--- config.mk ---
export PLATFORM = sky130hd
export DESIGN_NAME = ccs_clock_select
export DESIGN_NICKNAME = d
export VERILOG_FILES = /design/src/ccs_pkg.sv /design/src/ccs_glitch_mux.sv /design/src/ccs_clock_select.sv
export SDC_FILE = /design/constraint.sdc
export NUM_CORES = 1
export LEC_CHECK = 0
export BUFFER_PORTS_ARGS = -buffer_cell sky130_fd_sc_hd__buf_2
export CORE_UTILIZATION = 57
export DETAILED_ROUTE_END_ITERATION = 10
export PLACE_DENSITY = 0.75
export SLEW_MARGIN = 40
export SYNTH_ARGS = -nofsm -noshare
export SYNTH_HDL_FRONTEND = slang
export SYNTH_HIERARCHICAL = 1
export SYNTH_SLANG_ARGS = --single-unit
--- constraint.sdc ---
create_clock -name core_clk -period 3.1 [get_ports core_clk]
set_input_delay 0.62 -clock core_clk [delete_from_list [all_inputs] [get_ports core_clk]]
set_output_delay 0.62 -clock core_clk [all_outputs]
set_load 0.05 [all_outputs]
--- src/ccs_pkg.sv ---
// Purpose: Shared constants for the clock source select and HF oscillator block
// Assumes: Special function register addresses are eight bits wide
// Notes: Trim reset value is a stand-in for the per-part trimmed value
package ccs_pkg;

  // Register addresses on the special function register port
  localparam logic [7:0] SFR_CLOCK_SOURCE_SELECT = 8'hA9;
  localparam logic [7:0] SFR_HF_OSC_CONTROL = 8'hB2;
  localparam logic [7:0] SFR_HF_OSC_TRIM = 8'hB3;

  // Clock source select field positions
  localparam int USB_FIELD_LSB = 4;
  localparam int OUT_SYNC_BIT = 3;
  localparam int SYS_FIELD_LSB = 0;

  // HF oscillator control field positions
  localparam int HFC_ENABLE_BIT = 7;
  localparam int HFC_READY_BIT = 6;
  localparam int HFC_SUSPEND_BIT = 5;
  localparam int HFC_DIV_LSB = 0;

  // Values after reset
  localparam logic [6:0] CLOCK_SELECT_RESET = 7'h00;
  localparam logic HF_ENABLE_RESET = 1'h1;
  localparam logic [1:0] HF_DIVIDER_RESET = 2'h0;
  // Arbitrary stand-in for the trimmed 48 MHz setting
  localparam logic [6:0] HF_TRIM_RESET = 7'h40;

  // System clock source codes
  localparam logic [2:0] SYS_HF_SCALED = 3'h0;
  localparam logic [2:0] SYS_EXT = 3'h1;
  localparam logic [2:0] SYS_HF_HALF = 3'h2;
  localparam logic [2:0] SYS_HF = 3'h3;
  localparam logic [2:0] SYS_LF_SCALED = 3'h4;

  // USB clock source codes
  localparam logic [2:0] USB_HF = 3'h0;
  localparam logic [2:0] USB_HF_DIV8 = 3'h1;
  localparam logic [2:0] USB_EXT = 3'h2;
  localparam logic [2:0] USB_EXT_DIV2 = 3'h3;
  localparam logic [2:0] USB_EXT_DIV3 = 3'h4;
  localparam logic [2:0] USB_EXT_DIV4 = 3'h5;
  localparam logic [2:0] USB_LF = 3'h6;
  localparam logic [2:0] USB_RESERVED = 3'h7;

  // Divider chain and synchroniser widths
  localparam int HF_CNT_W = 5;
  localparam int EXT_CNT_W = 2;
  localparam int LF_CNT_W = 3;
  localparam int SYNC_W = 7;

endpackage : ccs_pkg

--- src/ccs_glitch_mux.sv ---
// Purpose: Glitch-free selection of one clock level out of eight candidates
// Assumes: Candidates are flop levels on clk; unused candidates are tied low
// Notes: Parks low between sources so no runt pulse is ever produced
module ccs_glitch_mux (
  // Clock, reset, enable
  input wire logic clk,
  input wire logic rstN,
  input wire logic ce,
  // Selection
  input wire logic [2:0] reqSel,
  input wire logic [7:0] srcVec,
  // Result
  output logic clock_out_sync_select_q,
  output logic [2:0] curSel_q
);

  typedef enum logic {CCS_RUN, CCS_PARK} ccs_mux_e;
  ccs_mux_e state_q;

  // Leave the old source only in its low phase, join the new one only in its low phase
  always_ff @(posedge clk or negedge rstN) begin
    if (!rstN) begin
      state_q <= CCS_RUN;
      curSel_q <= 3'h0;
      clock_out_sync_select_q <= 1'b0;
    end else if (ce) begin
      unique case (state_q)
        CCS_RUN: begin
          if (reqSel != curSel_q && !srcVec[curSel_q]) begin
            state_q <= CCS_PARK;
            clock_out_sync_select_q <= 1'b0;
          end else begin
            clock_out_sync_select_q <= srcVec[curSel_q];
          end
        end
        CCS_PARK: begin
          clock_out_sync_select_q <= 1'b0;
          if (!srcVec[reqSel]) begin
            curSel_q <= reqSel;
            state_q <= CCS_RUN;
          end
        end
      endcase
    end
  end

  // A selection change only ever happens with the output low
  a_switch_when_low: assert property (@(posedge clk) disable iff (!rstN || !ce)
    $changed(curSel_q) |-> !clock_out_sync_select_q && $past(state_q) == CCS_PARK)
    else $error("clock source changed while output high");

  // Settled output tracks the chosen candidate one cycle later
  a_follow_source: assert property (@(posedge clk) disable iff (!rstN || !ce)
    (state_q == CCS_RUN && reqSel == curSel_q) |=> clock_out_sync_select_q == $past(srcVec[curSel_q]))
    else $error("clock output does not follow selected source");

endmodule : ccs_glitch_mux

--- src/ccs_clock_select.sv ---
// Purpose: System and USB clock source selection with HF oscillator control and trim
// Assumes: Oscillator levels and wake events are asynchronous and are sampled on core_clk
// Notes: Register reads answer one cycle after the read strobe
//
// Functional notes
// - USB clock codes 000 HF, 001 HF divided by 8, 010 external.
// - USB codes 011/100/101 external by 2/3/4, 110 LF, 111 reserved.
// - Top bit of clock select reads zero; writes to it ignored.
// - Clock-out bit 3 picks raw or port-resynchronised core clock.
// - System code 000 is scaled HF, 001 the external oscillator.
// - System code 010 HF by 2, 011 HF undivided, 100 scaled LF.
// - Clock select resets to zero, so HF drives the core clock.
// - HF passes fixed divide by 4, then 1/2/4/8; resets to 8.
// - Writing suspend stops the HF oscillator and halts an HF core clock.
// - Port 0 match, port 1 match, timer overflow, USB resume wake it.
// - Wake resumes everything whether or not an interrupt follows.
// - Seven-bit trim sets HF period; zeros fastest, ones slowest.
// - Trim resets to the trimmed value; its top bit reads zero.
// - Divider field 00 by 8, 01 by 4, 10 by 2, 11 by 1.
module ccs_clock_select (
  // Clock, reset, enable
  input wire logic core_clk,
  input wire logic rst_b,
  input wire logic ce,
  // Special function register port
  input wire logic [7:0] sfrAddr,
  input wire logic [7:0] sfrWrData,
  input wire logic sfrWrEn,
  input wire logic sfrRdEn,
  output logic [7:0] sfrRdData_q,
  // Oscillator levels
  input wire logic hfOscIn,
  input wire logic lfOscIn,
  input wire logic extOscIn,
  // LF divider setting from the LF oscillator control logic
  input wire logic [1:0] lfDividerSel,
  // Wake events
  input wire logic wakePort0Match,
  input wire logic wakePort1Match,
  input wire logic wakeTimerOverflow,
  input wire logic wakeUsbResume,
  // Clock and oscillator outputs
  output logic coreClock,
  output logic usbClock,
  output logic clockPinOut_q,
  output logic hfOscEnable_q,
  output logic [6:0] hfTrim_q
);

  logic rstMeta_q;
  logic rstSync_q;
  logic [ccs_pkg::SYNC_W-1:0] inMeta_q;
  logic [ccs_pkg::SYNC_W-1:0] inSync_q;
  logic [2:0] oscPrev_q;
  logic [2:0] usbField_q;
  logic clockOutSync_q;
  logic [2:0] sysField_q;
  logic hfEnable_q;
  logic suspend_q;
  logic [1:0] hfDivider_q;
  logic hfReady_q;
  logic [ccs_pkg::HF_CNT_W-1:0] hfCnt_q;
  logic [ccs_pkg::EXT_CNT_W-1:0] extCnt_q;
  logic [1:0] extMod3_q;
  logic [ccs_pkg::LF_CNT_W-1:0] lfCnt_q;
  logic pinStage_q;
  logic hfLevel;
  logic extLevel;
  logic lfLevel;
  logic anyWake;
  logic hfScaled;
  logic lfScaled;
  logic [7:0] sysSrc;
  logic [7:0] usbSrc;
  logic [2:0] sysCur;
  logic [2:0] usbCur;
  logic wrSelect;
  logic wrControl;
  logic wrTrim;

  // Reset released through two flops, asserted at once
  always_ff @(posedge core_clk or negedge rst_b) begin
    if (!rst_b) begin
      rstMeta_q <= 1'b0;
      rstSync_q <= 1'b0;
    end else begin
      rstMeta_q <= 1'b1;
      rstSync_q <= rstMeta_q;
    end
  end

  // Two-flop synchronisers for oscillators and wake events
  always_ff @(posedge core_clk or negedge rstSync_q) begin
    if (!rstSync_q) begin
      inMeta_q <= '0;
      inSync_q <= '0;
    end else if (ce) begin
      inMeta_q <= {wakeUsbResume, wakeTimerOverflow, wakePort1Match, wakePort0Match, extOscIn, lfOscIn, hfOscIn};
      inSync_q <= inMeta_q;
    end
  end

  // HF level is forced low while disabled or suspended, so its chain freezes
  assign hfLevel = inSync_q[0] & hfEnable_q & ~suspend_q;
  assign lfLevel = inSync_q[1];
  assign extLevel = inSync_q[2];
  assign anyWake = |inSync_q[6:3];

  // Register strobes
  assign wrSelect = sfrWrEn && sfrAddr == ccs_pkg::SFR_CLOCK_SOURCE_SELECT;
  assign wrControl = sfrWrEn && sfrAddr == ccs_pkg::SFR_HF_OSC_CONTROL;
  assign wrTrim = sfrWrEn && sfrAddr == ccs_pkg::SFR_HF_OSC_TRIM;

  // Clock source select; bit 7 has no storage
  always_ff @(posedge core_clk or negedge rstSync_q) begin
    if (!rstSync_q) begin
      {usbField_q, clockOutSync_q, sysField_q} <= ccs_pkg::CLOCK_SELECT_RESET;
    end else if (ce && wrSelect) begin
      usbField_q <= sfrWrData[ccs_pkg::USB_FIELD_LSB +: 3];
      clockOutSync_q <= sfrWrData[ccs_pkg::OUT_SYNC_BIT];
      sysField_q <= sfrWrData[ccs_pkg::SYS_FIELD_LSB +: 3];
    end
  end

  // HF control; a wake beats a suspend written in the same cycle so the core never hangs
  always_ff @(posedge core_clk or negedge rstSync_q) begin
    if (!rstSync_q) begin
      hfEnable_q <= ccs_pkg::HF_ENABLE_RESET;
      suspend_q <= 1'b0;
      hfDivider_q <= ccs_pkg::HF_DIVIDER_RESET;
    end else if (ce) begin
      if (wrControl) begin
        hfEnable_q <= sfrWrData[ccs_pkg::HFC_ENABLE_BIT];
        hfDivider_q <= sfrWrData[ccs_pkg::HFC_DIV_LSB +: 2];
      end
      if (anyWake) begin
        suspend_q <= 1'b0;
      end else if (wrControl) begin
        suspend_q <= sfrWrData[ccs_pkg::HFC_SUSPEND_BIT];
      end
    end
  end

  // Trim register drives the oscillator period directly
  always_ff @(posedge core_clk or negedge rstSync_q) begin
    if (!rstSync_q) begin
      hfTrim_q <= ccs_pkg::HF_TRIM_RESET;
    end else if (ce && wrTrim) begin
      hfTrim_q <= sfrWrData[6:0];
    end
  end

  // Oscillator enable pin and ready flag
  always_ff @(posedge core_clk or negedge rstSync_q) begin
    if (!rstSync_q) begin
      hfOscEnable_q <= 1'b0;
      hfReady_q <= 1'b0;
      oscPrev_q <= '0;
    end else if (ce) begin
      hfOscEnable_q <= hfEnable_q & ~suspend_q;
      oscPrev_q <= {extLevel, lfLevel, hfLevel};
      if (!(hfEnable_q && !suspend_q)) begin
        hfReady_q <= 1'b0;
      end else if (hfLevel && !oscPrev_q[0]) begin
        hfReady_q <= 1'b1;
      end
    end
  end

  // Ripple-free divider chains, stepped on sampled rising edges
  always_ff @(posedge core_clk or negedge rstSync_q) begin
    if (!rstSync_q) begin
      hfCnt_q <= '0;
      extCnt_q <= '0;
      extMod3_q <= 2'h0;
      lfCnt_q <= '0;
    end else if (ce) begin
      if (hfLevel && !oscPrev_q[0]) begin
        hfCnt_q <= hfCnt_q + 1'b1;
      end
      if (lfLevel && !oscPrev_q[1]) begin
        lfCnt_q <= lfCnt_q + 1'b1;
      end
      if (extLevel && !oscPrev_q[2]) begin
        extCnt_q <= extCnt_q + 1'b1;
        extMod3_q <= (extMod3_q == 2'h2) ? 2'h0 : extMod3_q + 2'h1;
      end
    end
  end

  // HF counter bit 1 is the fixed divide by 4; higher bits add 2, 4, 8
  always_comb begin
    unique case (hfDivider_q)
      2'h0: hfScaled = hfCnt_q[4];
      2'h1: hfScaled = hfCnt_q[3];
      2'h2: hfScaled = hfCnt_q[2];
      2'h3: hfScaled = hfCnt_q[1];
    endcase
  end

  // LF post-scaler by 1, 2, 4 or 8
  always_comb begin
    unique case (lfDividerSel)
      2'h0: lfScaled = lfLevel;
      2'h1: lfScaled = lfCnt_q[0];
      2'h2: lfScaled = lfCnt_q[1];
      2'h3: lfScaled = lfCnt_q[2];
    endcase
  end

  // Candidate sets indexed by field code; undefined codes are tied low
  always_comb begin
    sysSrc = 8'h00;
    sysSrc[ccs_pkg::SYS_HF_SCALED] = hfScaled;
    sysSrc[ccs_pkg::SYS_EXT] = extLevel;
    sysSrc[ccs_pkg::SYS_HF_HALF] = hfCnt_q[0];
    sysSrc[ccs_pkg::SYS_HF] = hfLevel;
    sysSrc[ccs_pkg::SYS_LF_SCALED] = lfScaled;
    usbSrc = 8'h00;
    usbSrc[ccs_pkg::USB_HF] = hfLevel;
    usbSrc[ccs_pkg::USB_HF_DIV8] = hfCnt_q[2];
    usbSrc[ccs_pkg::USB_EXT] = extLevel;
    usbSrc[ccs_pkg::USB_EXT_DIV2] = extCnt_q[0];
    usbSrc[ccs_pkg::USB_EXT_DIV3] = (extMod3_q == 2'h0);
    usbSrc[ccs_pkg::USB_EXT_DIV4] = extCnt_q[1];
    usbSrc[ccs_pkg::USB_LF] = lfLevel;
  end

  // Software must pick a running source, otherwise the mux holds its output low until a running source is picked
  ccs_glitch_mux u_sys_mux (
    .clk(core_clk),
    .rstN(rstSync_q),
    .ce(ce),
    .reqSel(sysField_q),
    .srcVec(sysSrc),
    .clock_out_sync_select_q(coreClock),
    .curSel_q(sysCur)
  );

  ccs_glitch_mux u_usb_mux (
    .clk(core_clk),
    .rstN(rstSync_q),
    .ce(ce),
    .reqSel(usbField_q),
    .srcVec(usbSrc),
    .clock_out_sync_select_q(usbClock),
    .curSel_q(usbCur)
  );

  // Clock-out pin: raw form one flop late, port-synchronised form one stage later
  always_ff @(posedge core_clk or negedge rstSync_q) begin
    if (!rstSync_q) begin
      pinStage_q <= 1'b0;
      clockPinOut_q <= 1'b0;
    end else if (ce) begin
      pinStage_q <= coreClock;
      clockPinOut_q <= clockOutSync_q ? pinStage_q : coreClock;
    end
  end

  // Registered read data; unmapped addresses read zero
  always_ff @(posedge core_clk or negedge rstSync_q) begin
    if (!rstSync_q) begin
      sfrRdData_q <= 8'h00;
    end else if (ce && sfrRdEn) begin
      unique case (sfrAddr)
        ccs_pkg::SFR_CLOCK_SOURCE_SELECT: sfrRdData_q <= {1'b0, usbField_q, clockOutSync_q, sysField_q};
        ccs_pkg::SFR_HF_OSC_CONTROL: sfrRdData_q <= {hfEnable_q, hfReady_q, suspend_q, 3'h0, hfDivider_q};
        ccs_pkg::SFR_HF_OSC_TRIM: sfrRdData_q <= {1'b0, hfTrim_q};
        default: sfrRdData_q <= 8'h00;
      endcase
    end
  end

  a_select_top_zero: assert property (@(posedge core_clk) disable iff (!rstSync_q || !ce)
    (sfrRdEn && sfrAddr == ccs_pkg::SFR_CLOCK_SOURCE_SELECT) |=> !sfrRdData_q[7])
    else $error("clock select bit 7 read as one");

  a_trim_readback: assert property (@(posedge core_clk) disable iff (!rstSync_q || !ce)
    (wrTrim && !sfrRdEn) ##1 (sfrRdEn && sfrAddr == ccs_pkg::SFR_HF_OSC_TRIM && !wrTrim)
      |=> sfrRdData_q == {1'b0, $past(sfrWrData[6:0], 2)})
    else $error("trim read back wrong");

  a_reset_defaults: assert property (@(posedge core_clk) disable iff (!ce)
    $rose(rstSync_q) |-> sysField_q == 3'h0 && usbField_q == 3'h0 && hfDivider_q == 2'h0
      && hfTrim_q == ccs_pkg::HF_TRIM_RESET)
    else $error("wrong values after reset");

  a_wake_clears: assert property (@(posedge core_clk) disable iff (!rstSync_q || !ce)
    (suspend_q && anyWake) |=> !suspend_q ##1 hfOscEnable_q == hfEnable_q)
    else $error("wake event did not end suspend");

  a_suspend_stops: assert property (@(posedge core_clk) disable iff (!rstSync_q || !ce)
    (wrControl && sfrWrData[ccs_pkg::HFC_SUSPEND_BIT] && !anyWake) ##1 !anyWake |=> !hfOscEnable_q)
    else $error("oscillator still enabled in suspend");

  a_core_halts: assert property (@(posedge core_clk) disable iff (!rstSync_q || !ce)
    (suspend_q && sysCur == ccs_pkg::SYS_HF && sysField_q == sysCur)[*3] |-> $stable(coreClock))
    else $error("core clock toggled during suspend");

  a_usb_reserved: assert property (@(posedge core_clk) disable iff (!rstSync_q || !ce)
    (usbCur == ccs_pkg::USB_RESERVED && usbField_q == usbCur)[*2] |-> !usbClock)
    else $error("reserved USB code produced a clock");

  a_pin_raw: assert property (@(posedge core_clk) disable iff (!rstSync_q || !ce)
    !clockOutSync_q |=> clockPinOut_q == $past(coreClock))
    else $error("raw clock-out does not follow core clock");

  a_pin_sync: assert property (@(posedge core_clk) disable iff (!rstSync_q || !ce)
    clockOutSync_q |=> clockPinOut_q == $past(coreClock, 2))
    else $error("synchronised clock-out has wrong delay");

  a_div_reset: assert property (@(posedge core_clk) disable iff (!rstSync_q || !ce)
    (hfDivider_q == 2'h0 && sysCur == ccs_pkg::SYS_HF_SCALED && sysField_q == sysCur) |=> coreClock == $past(hfCnt_q[4]))
    else $error("default HF scaling is not divide by 32");

endmodule : ccs_clock_select

### After elaboration in Yosys (flattened, before gate mapping)

Cells that the tools add are included.

* register bits: 71
* logic and storage cells: 114
* bits of input ports: 30
* output and inout bits: 19

* add/sub/neg operators: 4
* magnitude comparators: 4
* reductions and logical operators: 31
* bitwise logic cells: 8
* equal/unequal tests: 13
* mux-type cells: 27

Operator list (number)
* $eq A8 B8 Y1 const B: 3
* $pmux W8 S3: 1
* $lt A3 B4 Y1 const B: 4
* $mux W1: 15
* $bmux W1 S3: 4
* $logic_and A1 B1 Y1: 12
* $reduce_and A2 Y1: 6
* $eq A2 B2 Y1 const B: 5
* $pmux W1 S2: 4
* $pmux W1 S4: 2
* $logic_not A1 Y1: 6
* $logic_not A2 Y1: 3
* $ne A3 B3 Y1: 2
* $reduce_and A3 Y1: 2
* $add A5 B1 Y5 const B: 1
* $not A1 Y1: 5
* $add A2 B1 Y2 const B: 2
* $eq A2 B1 Y1 const B: 2
* $reduce_or A4 Y1: 1
* $add A3 B1 Y3 const B: 1
* $and A1 B1 Y1: 3
* $mux W2: 1
* $ne A2 B1 Y1 const B: 1
* $reduce_bool A2 Y1: 1

### Longest topological paths before layout

* depth in word-level cells: 8
* mapped depth: 6
* depth with buffers taken out: 5

### By module

The synthesis kept the hierarchy.

By module, submodules not included
* ccs_clock_select: times used 1, seq. area each 1529.0 um^2, area an instance 2683.8 um^2, cells each 199
* ccs_glitch_mux: times used 2, seq. area each 125.1 um^2, area an instance 375.4 um^2, cells each 32

### Worst setup path after synthesis

Ideal clock, no wire load.

* path kind: input -> register
* start: input port lfDividerSel[0]
* end: register u_sys_mux.curSel_q[1]
* data required time: 2973 ps
* buffers on the path: 0
* library setup time: 127 ps
* arrival time: 1875 ps
* stages on the path: 5
* path slack: 1097 ps
* cells stage by stage: mux4_2 -> mux2i_1 -> mux4_2 -> nand3_2 -> mux2_1

* cells in the longest elaborated chain, start to end: 6
* elaborated cells on any way between the ends: 9
* classes of those cells: eq/ne (3); mux (3); bitwise (1); reduce/logical (2)

Ends and longest elaborated chain
* start: declaration: RTL line ccs_clock_select.sv:36 `input wire logic [1:0] lfDividerSel,`
* $eq A2 B2 Y1, or another cell as far along: RTL line ccs_clock_select.sv:203 `unique case (lfDividerSel)`
* $pmux W1 S4 *: RTL line ccs_clock_select.sv:203
* $bmux W1 S3 *: RTL line ccs_glitch_mux.sv:38 `if (!srcVec[reqSel]) begin`
* $mux W1 (not written as such) *: RTL line ccs_glitch_mux.sv:38
* $not A1 Y1 (no source line) *
* $reduce_and A3 Y1 (no source line) *
* end signal: assignment: RTL line ccs_glitch_mux.sv:39 `curSel_q <= reqSel;`
* end: declaration: RTL line ccs_glitch_mux.sv:14 `output logic [2:0] curSel_q`

Every way passes the cells marked *; elsewhere a longest branch is shown, timed or not. The select of a mux whose other input is x is not followed.
A chain may end at the register's enable or synchronous reset.

### Worst setup path in the final report

* start: register hfEnable_q
* end: register u_sys_mux.curSel_q[0]

* cells in the longest elaborated chain, start to end: 6

Ends and longest elaborated chain
* start: declaration: RTL line ccs_clock_select.sv:58 `logic hfEnable_q;`
* start signal: assignment: RTL line ccs_clock_select.sv:128 `hfEnable_q <= ccs_pkg::HF_ENABLE_RESET;`
* start signal: assignment: RTL line ccs_clock_select.sv:133 `hfEnable_q <= sfrWrData[ccs_pkg::HFC_ENABLE_BIT];`
* $and A1 B1 Y1 (2 in a row): RTL line ccs_clock_select.sv:104 `assign hfLevel = inSync_q[0] & hfEnable_q & ~suspend_q;`
* net hfLevel: RTL line ccs_clock_select.sv:67 `logic hfLevel;`
* $bmux W1 S3: RTL line ccs_glitch_mux.sv:38
* $mux W1 (not written as such): RTL line ccs_glitch_mux.sv:38
* $not A1 Y1 (no source line)
* $reduce_and A3 Y1 (no source line)

The timed path passes the listed nets, and every way through them passes these cells. The select of a mux whose other input is x is not followed.

==> flow_summary.json <==
{
  "worstPathArrival_ns": 2.25,
  "syn_area_mm2": 0.003435,
  "dp.cells": 382,
  "path_buf_inv": 0,
  "clock-sinks": 71,
  "synth.top_cells.by_area": "dfrtp_1, mux2_2, mux2i_1",
  "floorplan.rows": 27,
  "p_leak_nw": 1.859,
  "fin_total_pwr_w": 0.002129,
  "synth-seq-cells": 71,
  "syn_to_final_growth_pct": 13.92,
  "cpMaxStageDelayCell": "dfstp_2",
  "hp-class": "primary input to asynchronous set/reset pin",
  "synthCells": 263,
  "grt_pass1_vias": 2268,
  "final.fill_count": 411,
  "critPathCaptureType": "flop",
  "postSynthAreaPerCell_um2": 13.06,
  "antenna_cells": 0,
  "tritoncts": "done",
  "antenna_found_initial": 0,
  "layout_setup_ws_ns": 1.076,
  "ir_worst_vdd_mv": 0.3605,
  "grt.overflow.total": 0,
  "vias": 2242,
  "yosysMostFrequentCell": "dfrtp_1",
  "ant_nets": 0,
  "outcome": "complete, no violations",
  "die_w_um": 79.63,
  "synth-main-ff-cell": "dfrtp_1",
  "finalSetupViolCount": 0,
  "yosys_warnings": 6,
  "max-cap-violations": 0,
  "via_per_inst": 5.633,
  "relSlewSlack_pct": 59.88,
  "finalNonFillerCells": 398,
  "grt_pass1_wl_um": 11090,
  "firstDrtPassIters": 4,
  "synthArstFlopShare_pct": 100.0,
  "hold_slack_ns": 0.05441,
  "cp_max_fo": 6,
  "cts.clk_slew.worst_paths_ns": 0.07,
  "routed_wl_um": 6558,
  "tightest_slew_ns": 0.5993,
  "cts_setup_buffers": 0,
  "hpwl_um": 4777,
  "final.setup.tns_ns": 0,
  "remaining_drc_errors": 0,
  "ctsRootBufferMaster": "clkbuf_8",
  "path_cells": "and3b_1 -> mux2i_1 -> mux4_2 -> nand3_2 -> mux2_1",
  "cts_made_buffers": 9,
  "synth_seq_area_share_pct": 51.80,
  "synthTopCellsByCount": "dfrtp_1, mux2_2, nand2_1",
  "ctsHoldBuffers": 0,
  "synth.top_cell.area_share_pct": 50.27,
  "gr-usage-met3_pct": 4.343,
  "finalHoldViolations": 0,
  "drt_iter0_drc": 115,
  "die_h_um": 79.63,
  "cts-resized-gates": 0,
  "pre_cts_slack_ns": 0.8805,
  "core-area_mm2": 0.005642,
  "skew_ns": 0.009459,
  "h-tree-depth": 3,
  "place_congestion": 0.7615,
  "fin_nets": 353,
  "power_density_mw_per_mm2": 544.2,
  "cts_buffer_depth": 2,
  "yosysTopAreaCell": "dfrtp_1",
  "path_delay_family": "multiplexers",
  "period_needed_ns": 2.024,
  "grt.met1_usage_pct": 33.62,
  "grt_util_met2_pct": 35.38,
  "worst_setup_path_start_kind": "flop",
  "crit_type": "flop to flop",
  "period_share_pct": 65.28,
  "post_drt_wl_per_cell_um": 16.48,
  "dieArea_mm2": 0.006340,
  "worstPathRequired_ns": 3.33,
  "max_freq_mhz": 494.1,
  "grt-busiest-layer": "met2",
  "track_usage_pct": 23.76,
  "grt_setup_unrepaired": "no",
  "synth-edff-count": 0,
  "ys_types": 44,
  "grt_start_max_net_pins": 32,
  "ios": 49,
  "port_buffers": 48,
  "drive_gt1_share_pct": 37.12,
  "cp_slowest_stage_delay_ns": 0.57,
  "initial_core_util_pct": 60.88,
  "finalMaxSlewViolations": 0,
  "insertion_delay_ns": 0.34
}
## logic make-up after synthesis
family / after synthesis / share of synthesized area [%]
XOR/XNOR: 14 / 3.570
buffers and inverters: 17 / 2.623
adder cells (fa/ha/maj): 2 / 0.7285
other: 2 / 0.2187
AO/OA/AOI/OAI: 35 / 6.812
multiplexers: 62 / 22.62
AND/OR/NAND/NOR: 60 / 11.62
flip-flops: 71 / 51.80
## layout by cell type (no fill, tap or decap), types with 3 or more instances in the layout
master,instances
a22oi_1,11
clkinv_2,4
dfrtp_1,68
a21oi_1,4
o21ai_0,9
mux4_2,6
clkbuf_8,9
a21boi_0,4
conb_1,9
mux2_4,8
mux2_2,27
xnor2_1,12
inv_1,6
nand3_1,4
nor2_1,6
mux2i_1,15
mux2_1,6
buf_4,3
a21o_1,3
buf_2,48
nand2_1,26
## layer usage
layer | part of all wire (%) | vias up | wire length (um)
li1 | - | 1061 | -
met1 | 47 | 1123 | 3102
met2 | 47 | 45 | 3077
met3 | 3.6 | 13 | 234
met4 | 2.2 | 0 | 144
met5 | 0 | - | 0
## through the flow
stage               utilization (%)  area [um2]
detailed placement            66.42        3747
finish                        69.35        3913
CTS                           69.35        3913
floorplan                         -        3461
global placement              66.42        3747
global route                  69.35        3913
## area by class of cell
cell class	instances	area, um2	share of cell area, %
timing repair buffer	51	262.8	6.716
clock inverter	6	37.54	0.9594
clock buffer	10	127.6	3.262
sequential	71	1780	45.51
inverter	6	22.52	0.5756
tap	72	90.09	2.303
multi-input combinational	182	1592	40.68
## flip-flops by register name, summed over array words and instances, names as in the netlist, 3 cells and up
register and flops:
hfTrim_q 7, usbField_q 3, u_sys_mux/curSel_q 3, oscPrev_q 3, lfCnt_q 3, u_usb_mux/curSel_q 3
inMeta_q 7, sysField_q 3, sfrRdData_q 8, hfCnt_q 5, inSync_q 7
## final timing paths
kind / from / endpoint / slack (ns) / depth (start not counted)
worst max-delay path: hfEnable_q / u_sys_mux/curSel_q[0] / 1.08 / 5
worst min-delay path: rst_b / rstMeta_q / 0.05 / 1
worst max register to register: hfEnable_q / u_sys_mux/curSel_q[0] / 1.08 / 5
worst min register to register: rstSync_q / oscPrev_q[1] / 0.21 / 0
max in group asynchronous: rstSync_q / hfTrim_q[6] / 2.10 / 1
min in group core_clk: rstMeta_q / rstSync_q / 0.35 / 0
## where the power goes
part           internal [W]  switching (W)  total (W)
Combinational      0.000181       0.000171   0.000352
Sequential          0.00104       0.000110    0.00115
Clock              0.000287       0.000339   0.000626
No activity file was read; power rests on OpenSTA's default activity.
